$ cat src/inc/sie_ep_cfg.svh
`ifndef SIE_EP_CFG_SVH
`define SIE_EP_CFG_SVH

`define ADDR_PIPE_DIR 8'h41
`define ADDR_DEV_ADDR 8'h42
`define ADDR_HALT 8'h43
`define ADDR_STATUS 8'h45
`define ADDR_EP_EN 8'h47

`define RST_PIPE_DIR 8'h0e
`define RST_HALT 8'h0e
`define RST_EP_EN 8'h0f
`define RST_DEV_ADDR 8'h00

`define ST_NAK_MASK 7
`define ST_XFER_END 6
`define ST_CRC 5
`define ST_NAK 4
`define ST_IN 3
`define ST_OUT 2
`define ST_FIFO0_ERR 1
`define ST_ADRSET 0

`define EP_BITS_MASK 8'h0f

`endif

$ cat src/inc/sie_ep_pkg.sv
package sie_ep_pkg;

  typedef enum logic [1:0] {
    TOG_IDLE = 2'b00,
    TOG_LOW = 2'b01
  } toggle_state_t;

  typedef logic [3:0] ep_vec_t;

endpackage : sie_ep_pkg

$ cat src/inc/ep_event_if.sv
`timescale 1ns/1ps
interface ep_event_if;
  logic access_pulse;
  logic [1:0] access_ep;
  logic strobe;
  logic [3:0] flags;
  logic clear_wr;
  logic [3:0] clear_data;

  modport tracker (
    input access_pulse,
    input access_ep,
    input clear_wr,
    input clear_data,
    output strobe,
    output flags
  );

  modport user (
    output access_pulse,
    output access_ep,
    output clear_wr,
    output clear_data,
    input strobe,
    input flags
  );
endinterface : ep_event_if

$ cat src/logic/ep_access_tracker.sv
`timescale 1ns/1ps
module ep_access_tracker (
  input wire logic core_clk_i,
  input wire logic rst_b_i,
  ep_event_if.tracker ev
);

  logic [3:0] flags_r;
  logic strobe_r;

  // Flag only the endpoint actually addressed; set wins over clear
  always_ff @(posedge core_clk_i or negedge rst_b_i)
  begin
    if (!rst_b_i)
      flags_r <= 4'h0;
    else
    begin
      logic [3:0] nxt;
      nxt = flags_r;
      if (ev.clear_wr)
        nxt = nxt & ev.clear_data;
      if (ev.access_pulse)
        nxt[ev.access_ep] = 1'b1;
      flags_r <= nxt;
    end
  end

  // Strobe registered on the same edge the flag lands, so firmware sees it set
  always_ff @(posedge core_clk_i or negedge rst_b_i)
  begin
    if (!rst_b_i)
      strobe_r <= 1'b0;
    else
      strobe_r <= ev.access_pulse;
  end

  assign ev.flags = flags_r;
  assign ev.strobe = strobe_r;

endmodule : ep_access_tracker

$ cat src/logic/sie_ep_status_ctrl.sv
`timescale 1ns/1ps
`include "sie_ep_cfg.svh"

module sie_ep_status_ctrl (
  input wire logic core_clk_i,
  input wire logic rst_b_i,
  // Firmware data-memory port
  input wire logic [7:0] mem_addr_i,
  input wire logic mem_wr_i,
  input wire logic [7:0] mem_wdata_i,
  output logic [7:0] mem_rdata_o,
  // Engine events, same clock
  input wire logic tok_access_i,
  input wire logic [1:0] tok_ep_i,
  input wire logic tok_in_i,
  input wire logic out_data_rx_i,
  input wire logic setup_rx_i,
  input wire logic nak_sent_i,
  input wire logic crc_err_i,
  input wire logic ep_zero_fifo_error_i,
  input wire logic in_done_i,
  input wire logic eot_i,
  // Controls toward the engine
  output logic endpoint_activity_strobe_o,
  output logic [3:0] ep_access_o,
  output logic [3:0] ep_dir_in_o,
  output logic [3:0] ep_halt_o,
  output logic [3:0] ep_enable_o,
  output logic toggle_reset_o,
  output logic [6:0] dev_addr_o,
  output logic remote_wakeup_o,
  output logic nak_irq_o
);

  logic [7:0] pipe_dir_r;
  logic [7:0] halt_r;
  logic [7:0] ep_en_r;
  logic [7:0] device_address_reg_r;
  logic [6:0] dev_addr_r;
  logic nak_irq_mask_r;
  logic crc_err_r;
  logic out_flag_r;
  logic ep_zero_fifo_error_r;
  logic adr_set_r;
  logic in_flag_r;
  logic nak_flag_r;
  logic end_of_transfer_state_r;
  logic nak_irq_r;
  logic [7:0] rdata_r;
  sie_ep_pkg::toggle_state_t tog_state_r;
  logic toggle_reset_r;

  ep_event_if ev ();

  function automatic logic wr_hit(input logic [7:0] a);
    wr_hit = mem_wr_i && (mem_addr_i == a);
  endfunction : wr_hit

  // Clear only on written zero; a concurrent set wins
  function automatic logic flag_nxt(input logic cur, input logic set,
                                    input logic wr, input logic bitv);
    logic v;
    v = cur;
    if (wr && !bitv)
      v = 1'b0;
    if (set)
      v = 1'b1;
    flag_nxt = v;
  endfunction : flag_nxt

  assign ev.access_pulse = tok_access_i;
  assign ev.access_ep = tok_ep_i;
  // A new token replaces the flags, so only the latest endpoint shows
  assign ev.clear_wr = tok_access_i;
  assign ev.clear_data = 4'h0;

  ep_access_tracker u_tracker (
    .core_clk_i(core_clk_i),
    .rst_b_i(rst_b_i),
    .ev(ev)
  );

  // Control registers; reserved upper bits held at zero
  always_ff @(posedge core_clk_i or negedge rst_b_i)
  begin
    if (!rst_b_i)
    begin
      pipe_dir_r <= `RST_PIPE_DIR;
      halt_r <= `RST_HALT;
      ep_en_r <= `RST_EP_EN;
    end
    else
    begin
      if (wr_hit(`ADDR_PIPE_DIR))
        pipe_dir_r <= mem_wdata_i & `EP_BITS_MASK;
      if (wr_hit(`ADDR_HALT))
        halt_r <= mem_wdata_i & `EP_BITS_MASK;
      if (wr_hit(`ADDR_EP_EN))
        ep_en_r <= mem_wdata_i & `EP_BITS_MASK;
    end
  end

  // Toggle reset follows bit 0 while low; firmware owns the minimum width
  always_ff @(posedge core_clk_i or negedge rst_b_i)
  begin
    if (!rst_b_i)
    begin
      tog_state_r <= sie_ep_pkg::TOG_IDLE;
      toggle_reset_r <= 1'b0;
    end
    else
    begin
      case (tog_state_r)
        sie_ep_pkg::TOG_IDLE:
        begin
          toggle_reset_r <= 1'b0;
          if (!pipe_dir_r[0])
          begin
            tog_state_r <= sie_ep_pkg::TOG_LOW;
            toggle_reset_r <= 1'b1;
          end
        end
        sie_ep_pkg::TOG_LOW:
        begin
          toggle_reset_r <= !pipe_dir_r[0];
          if (pipe_dir_r[0])
            tog_state_r <= sie_ep_pkg::TOG_IDLE;
        end
        default:
        begin
          tog_state_r <= sie_ep_pkg::TOG_IDLE;
          toggle_reset_r <= 1'b0;
        end
      endcase
    end
  end

  // Address register and the address actually used on the bus
  always_ff @(posedge core_clk_i or negedge rst_b_i)
  begin
    if (!rst_b_i)
      device_address_reg_r <= `RST_DEV_ADDR;
    else if (wr_hit(`ADDR_DEV_ADDR))
      device_address_reg_r <= mem_wdata_i;
  end

  always_ff @(posedge core_clk_i or negedge rst_b_i)
  begin
    if (!rst_b_i)
      dev_addr_r <= 7'h00;
    else if (wr_hit(`ADDR_DEV_ADDR) && !adr_set_r)
      dev_addr_r <= mem_wdata_i[7:1];
    else if (adr_set_r && in_done_i)
      dev_addr_r <= device_address_reg_r[7:1];
  end

  // Deferred-address bit: firmware writes it, engine clears after use
  always_ff @(posedge core_clk_i or negedge rst_b_i)
  begin
    if (!rst_b_i)
      adr_set_r <= 1'b0;
    else if (wr_hit(`ADDR_STATUS))
      adr_set_r <= mem_wdata_i[`ST_ADRSET];
    else if (adr_set_r && in_done_i)
      adr_set_r <= 1'b0;
  end

  always_ff @(posedge core_clk_i or negedge rst_b_i)
  begin
    if (!rst_b_i)
      nak_irq_mask_r <= 1'b0;
    else if (wr_hit(`ADDR_STATUS))
      nak_irq_mask_r <= mem_wdata_i[`ST_NAK_MASK];
  end

  // Sticky error and data flags
  always_ff @(posedge core_clk_i or negedge rst_b_i)
  begin
    if (!rst_b_i)
    begin
      crc_err_r <= 1'b0;
      ep_zero_fifo_error_r <= 1'b0;
      out_flag_r <= 1'b0;
    end
    else
    begin
      crc_err_r <= flag_nxt(crc_err_r, crc_err_i, wr_hit(`ADDR_STATUS),
                            mem_wdata_i[`ST_CRC]);
      ep_zero_fifo_error_r <= flag_nxt(ep_zero_fifo_error_r, ep_zero_fifo_error_i,
                                       wr_hit(`ADDR_STATUS),
                                       mem_wdata_i[`ST_FIFO0_ERR]);
      // SETUP clear loses to a fresh OUT in the same cycle
      out_flag_r <= flag_nxt(out_flag_r && !setup_rx_i, out_data_rx_i,
                             wr_hit(`ADDR_STATUS),
                             mem_wdata_i[`ST_OUT]);
    end
  end

  // Read-only state mirrored from the engine
  always_ff @(posedge core_clk_i or negedge rst_b_i)
  begin
    if (!rst_b_i)
    begin
      in_flag_r <= 1'b0;
      nak_flag_r <= 1'b0;
      end_of_transfer_state_r <= 1'b1;
    end
    else
    begin
      if (tok_access_i)
        in_flag_r <= tok_in_i;
      if (tok_access_i)
        nak_flag_r <= 1'b0;
      if (nak_sent_i)
        nak_flag_r <= 1'b1;
      end_of_transfer_state_r <= eot_i;
    end
  end

  // One-cycle NAK request unless masked
  always_ff @(posedge core_clk_i or negedge rst_b_i)
  begin
    if (!rst_b_i)
      nak_irq_r <= 1'b0;
    else
      nak_irq_r <= nak_sent_i && !nak_irq_mask_r;
  end

  // Registered read data; unmapped addresses read zero
  always_ff @(posedge core_clk_i or negedge rst_b_i)
  begin
    if (!rst_b_i)
      rdata_r <= 8'h00;
    else
    begin
      case (mem_addr_i)
        `ADDR_PIPE_DIR: rdata_r <= pipe_dir_r;
        `ADDR_DEV_ADDR: rdata_r <= device_address_reg_r;
        `ADDR_HALT: rdata_r <= halt_r;
        `ADDR_EP_EN: rdata_r <= ep_en_r;
        `ADDR_STATUS: rdata_r <= {nak_irq_mask_r, end_of_transfer_state_r,
                                  crc_err_r, nak_flag_r, in_flag_r,
                                  out_flag_r, ep_zero_fifo_error_r,
                                  adr_set_r};
        default: rdata_r <= 8'h00;
      endcase
    end
  end

  assign mem_rdata_o = rdata_r;
  assign endpoint_activity_strobe_o = ev.strobe;
  assign ep_access_o = ev.flags;
  // Endpoint 0 direction is fixed by control transfers; bit 0 is the toggle
  assign ep_dir_in_o = {pipe_dir_r[3:1], 1'b1};
  assign ep_halt_o = halt_r[3:0];
  assign ep_enable_o = {ep_en_r[3:1], 1'b1};
  assign toggle_reset_o = toggle_reset_r;
  assign dev_addr_o = dev_addr_r;
  assign remote_wakeup_o = device_address_reg_r[0];
  assign nak_irq_o = nak_irq_r;

endmodule : sie_ep_status_ctrl

$ cat config.mk
export PLATFORM = sky130hd
export DESIGN_NAME = sie_ep_status_ctrl
export DESIGN_NICKNAME = d
export VERILOG_FILES = /design/src/inc/sie_ep_pkg.sv /design/src/inc/ep_event_if.sv /design/src/logic/ep_access_tracker.sv /design/src/logic/sie_ep_status_ctrl.sv
export VERILOG_INCLUDE_DIRS = /design/src /design/src/inc
export SDC_FILE = /design/constraint.sdc
export NUM_CORES = 1
export LEC_CHECK = 0
export BUFFER_PORTS_ARGS = -buffer_cell sky130_fd_sc_hd__buf_4
export CAP_MARGIN = 20
export CORE_MARGIN = 2
export CORE_UTILIZATION = 47
export CTS_CLUSTER_SIZE = 25
export DETAILED_ROUTE_END_ITERATION = 8
export HOLD_SLACK_MARGIN = 0.05
export PLACE_DENSITY_LB_ADDON = 0.1
export REMOVE_ABC_BUFFERS = 1
export SLEW_MARGIN = 10
export SYNTH_ARGS = -nofsm -noshare
export SYNTH_HDL_FRONTEND = slang
export SYNTH_SLANG_ARGS = --single-unit
$ cat constraint.sdc
create_clock -name core_clk_i -period 1.31 [get_ports core_clk_i]
set_clock_uncertainty 0.15 [all_clocks]
set_input_delay 0.0655 -clock core_clk_i [delete_from_list [all_inputs] [get_ports core_clk_i]]
set_output_delay 0.0655 -clock core_clk_i [all_outputs]
set_load 0.02 [all_outputs]
### Yosys cells after proc, flatten, opt, wreduce, memory -nomap -nowiden

Cells that the tools add are included.

* output and inout bits: 35
* flip-flop bits (word level): 52
* latch bits: 0
* RAM bits: 0
* input bits: 30
* logic and storage cells: 79
* memories kept: 0
* ROM bits: 0

* divide/modulo/power cells: 0
* equality and inequality tests: 8
* reductions and logical operators: 27
* add/sub/neg operators: 0
* shift-type cells: 0
* muxes and demuxes: 22
* multipliers: 0
* bitwise gates (word level): 1
* $lt $le $gt $ge: 2

Operator list (count)
* 8-bit by 7-bit equality test with 1-bit output, second input constant: 5
* 8-bit case mux with 5 select lines: 1
* 7-bit 2-to-1 mux: 2
* 1-bit logical AND: 13
* 1-bit 2-to-1 mux: 12
* 2-bit nonzero test: 5
* 4-bit 2-to-1 mux: 2
* 1-bit logical NOT: 7
* 2-bit 2-to-1 mux: 2
* 2-bit inequality test, second input constant: 2
* 4-bit bitwise OR: 1
* 2-bit case mux with 2 select lines: 1
* 2-bit by 3-bit < comparator with 1-bit output, second input constant: 1
* 1-bit demux with 2-bit select: 1
* 2-bit by 1-bit equality test with 1-bit output, second input constant: 1
* 2-bit by 1-bit >= comparator with 1-bit output, second input constant: 1
* 2-bit logical NOT: 1
* 1-bit case mux with 2 select lines: 1
* 2-bit AND reduction: 1

### Depth between registers and ports, before layout

* depth after elaboration: 6
* mapped depth: 4
* gate-level depth less buffers: 3

### Modules after synthesis

Synthesis repeated with hierarchy kept, for this count alone.

* cells, all modules: 205
* area total of the unflattened synthesis: 2446.1 µm²

By module, submodules not included
* sie_ep_status_ctrl: times used 1, area an instance 2248.4 µm², seq. area each 1164.9 µm², cells each 190
* ep_access_tracker: times used 1, area an instance 197.7 µm², seq. area each 125.1 µm², cells each 15

### Worst setup path after synthesis

No wires, ideal clock.

* kind: input-to-reg
* start point: in mem_addr_i[3]
* end point: reg ep_en_r[0]
* arrival: 1.181 ns
* buffers on the path: 1
* setup time: 0.082 ns
* required time: 1.078 ns
* stages on the path: 4
* slack: -0.103 ns
* path through: or3_1 buf_6 nor3_4 mux2_4

* cells in the longest elaborated chain, start to end: 2

Ends and longest elaborated chain
* from (decl): RTL line sie_ep_status_ctrl.sv:8 `input wire logic [7:0] mem_addr_i,`
* 8-bit by 7-bit equality test with 1-bit output: RTL line sie_ep_status_ctrl.sv:56 `wr_hit = mem_wr_i && (mem_addr_i == a);`
* 1-bit logical AND: RTL line sie_ep_status_ctrl.sv:56
* to (signal assigned): RTL line sie_ep_status_ctrl.sv:90 `` ep_en_r <= `RST_EP_EN; ``
* to (signal assigned): RTL line sie_ep_status_ctrl.sv:99 `` ep_en_r <= mem_wdata_i & `EP_BITS_MASK; ``
* to (decl): RTL line sie_ep_status_ctrl.sv:37 `logic [7:0] ep_en_r;`

Every way passes these cells.
A chain may end at the register's enable or synchronous reset.

### Final worst setup path

* start point: reg adr_set_r
* end point: reg adr_set_r

* cells in the longest elaborated chain, start to end: 2

Ends and longest elaborated chain
* from (decl): RTL line sie_ep_status_ctrl.sv:44 `logic adr_set_r;`
* from (signal assigned): RTL line sie_ep_status_ctrl.sv:163 `` adr_set_r <= mem_wdata_i[`ST_ADRSET]; ``
* 1-bit logical AND: RTL line sie_ep_status_ctrl.sv:164 `else if (adr_set_r && in_done_i)`
* 2-bit nonzero test (no line)

Every way passes these cells.

==> flow_summary.ini <==
[outcome]
status = finished, violations left
violations = setup timing

[synth]
synth-main-ff-cell = dfrtp_1
syn_area_per_cell_um2 = 12.4
synth_edf_count = 0
syn_area_mm2 = 0.00249
synthCells = 201
ys_types = 38
ys_ff_latch = 51
synth_seq_area_share_pct = 51.9
ys_warn_count = 0
async_flop_share_pct = 100

[critical_path]
path_class = reg -> reg
max_stage_delay_ns = 0.41
reg2reg_depth = 5
reg2reg_slack_ns = -0.04
crit_chain = buf_4, buf_6, clkinvlp_4, nor2_2, mux2_2
startpoint = adr_set_r$_DFFE_PN0P_
arrival_ns = 1.40
r2r_start = adr_set_r$_DFFE_PN0P_
slowest_stage = dfrtp_1
critPathCaptureType = register
worstPathMaxFanout = 8
start_kind = register
required_ns = 1.36

[clocking]
numClockSinks = 51
cts_tree = done
cts_root_buf = clkbuf_8
cts_max_path_buffers = 2
clk_latency_ns = 0.31
htree_num_levels = 2
cts_buffers = 5
path_clk_slew_ns = 0.10

[sta]
slew_headroom_pct = 62.3
fin_crit_sh_pct = 103
grt_setup_unrepaired = true
worst_pin_slew_ns = 0.565
worst_slack_ns = -0.0436
drv_slew = 0
hold_viol = 0
fmax_mhz = 739
timing.final.crit_period_ns = 1.35
setup_viol = 8

[hold_path]
min_path_type = in -> async

[floorplanning]
ios = 65
core_mm2 = 0.00511
die_x_um = 76.8
rows = 26
die_y_um = 76.8
start_util_pct = 48.7
dieArea_mm2 = 0.00589

[finish]
seqCellArea_mm2 = 0.00129
area_growth_pct = 39.7
diodes = 0
drive_above_1_share_pct = 50.3
multi_input_area_mm2 = 0.00103
num-nets-final = 335
post-route-util_pct = 68.0
finalInstanceArea_mm2 = 0.00347
nFillCells = 429

[pwr]
swShare_pct = 24.9
combPwrFrac_pct = 17.6
pwr-share-seq_pct = 49.8
peakVddDrop_uv = 688
pwr_density_cell_mw_per_mm2 = 1010
pwr-share-clk_pct = 32.6
p_switching_w = 0.000872
intPower_w = 0.00263
leakagePower_nw = 1.68

[global_route]
grt_overflow = 0
grt_max_degree = 30
grt_usage_pct = 20.6
first_global_vias = 1965
grt_pass1_wl_um = 9580
antenna_found_initial = 0

[routing]
routed_via_density = 5.14
ant_nets = 0
drtIter0Drc = 74
vias = 1921
drt_pass1_iterations = 4
wire_per_inst_um = 15.6
drc_errors = 0
drt_wl_total_um = 5830

[place]
place_area_mm2 = 0.00310
io_buffer_count = 62
gp_routability_congestion = 0.815
pre_cts_slack_ns = -0.361
hpwl_um = 4120

[job]
max-cap-violations = 0
==> power groups by stage <==
stage,clock network [W],logic [W],registers [W]
floorplan,0,0.000208,0.00183
global placement,0,0.000562,0.00177
detailed placement,0,0.000570,0.00177
CTS,0.00115,0.000620,0.00174
global route,0.00123,0.000668,0.00176
finish,0.00114,0.000616,0.00174
==> registers in the layout (all words and copies together), names as in the netlist, 4 cells and up, named ones only <==
name and flops:
mem_rdata_o 8, pipe_dir_r 4, dev_addr_o 7, ep_en_r 4, halt_r 4, device_address_reg_r 8
==> placed cells by master, fill, tap and decap left out, drive strengths merged, types with 2 or more instances in the layout <==
master | Yosys | final
conb | 1 | 2
dfrtp | 40 | 40
clkbuf | 6 | 6
o22ai | 4 | 4
dfstp | 11 | 11
ha | 2 | 2
mux2i | 4 | 4
nand2 | 9 | 9
inv | 13 | 12
buf | 10 | 90
o311ai | 7 | 7
mux2 | 34 | 34
nand4 | 7 | 7
a22oi | 8 | 8
nor3 | 2 | 2
dlygate4sd3 | 0 | 20
o2bb2ai | 2 | 2
and3b | 2 | 2
or3 | 2 | 2
nor2b | 4 | 4
nor2 | 11 | 11
a22o | 2 | 2
o211ai | 7 | 7
a21oi | 4 | 4
==> metal layers <==
layer / track usage, % / vias up / wire, µm
met1: 28.6 / 941 / 2600
met5: 0 / - / 0
li1: - / 925 / -
met4: 4.73 / 0 / 36
met2: 33.5 / 51 / 2960
met3: 4.12 / 4 / 235
==> repair_timing <==
item                                   in CTS  in global routing
hold buffers                               20                  0
pin swaps                                   2                  3
endpoints found under the hold margin      92                  0
setup endpoints to repair                  12                 12
resized for setup                           3                  3
setup buffers                               0                  4
==> final cells by class <==
type	count	area share (%)
inverter	13	1.51
timing repair buffer	110	25.8
multi-input combinational	122	29.7
clock buffer	6	2.38
sequential	51	37.1
clock inverter	2	1.01
tap	70	2.52
==> cell usage after synthesis (3+ instances only) <==
cell,number,area [µm²]
dfrtp_1,40,1000
mux2_2,30,338
inv_1,13,48.8
dfstp_2,11,289
nor2_1,11,41.3
buf_4,9,67.6
nand2_1,9,33.8
a22oi_1,8,60.1
o211ai_1,7,52.6
o311ai_0,7,61.3
nand4_1,6,37.5
a21oi_1,4,20.0
mux2_4,4,60.1
mux2i_1,4,40.0
nor2b_1,4,25.0
o22ai_1,4,25.0
clkbuf_8,3,41.3
==> stage by stage <==
step                setup TNS, ns  hold WS, ns  total power (W)  cells
floorplan                  -0.960       -0.380          0.00204    186
global placement            -7.73       -0.163          0.00234    342
detailed placement          -8.41       -0.160          0.00234    342
CTS                        -0.104       0.0582          0.00351    370
global route                -1.27       0.0596          0.00366    374
finish                     -0.201       0.0390          0.00350    374
==> critical path: cells and delay by family, from the launching register on <==
family	cells	cell delay (ns)
flip-flops	1	0.41
AND/OR/NAND/NOR	1	0.04
multiplexers	1	0.26
buffers and inverters	3	0.38
==> cell families after synthesis <==
logic type / after synthesis / share of synthesized area [%]
buffers and inverters: 29 / 7.39
other: 1 / 0.151
XOR/XNOR: 1 / 0.352
multiplexers: 38 / 17.6
adder cells (fa/ha/maj): 2 / 1.01
AO/OA/AOI/OAI: 35 / 10.5
flip-flops: 51 / 51.9
AND/OR/NAND/NOR: 44 / 11.1
==> worst paths after layout <==
| kind | endpoint |
|---|---|
| worst max-delay path | adr_set_r$_DFFE_PN0P_ |
| worst min-delay path | asynchronous set/reset pin |
| worst max register to register | adr_set_r$_DFFE_PN0P_ |
| worst min register to register | nak_irq_o$_DFF_PN0_ |
| max in group asynchronous | ep_en_r[2]$_DFFE_PN1P_ |
| min in group core_clk_i | nak_irq_mask_r$_DFFE_PN0P_ |
Power figures use the tool's default switching activity.
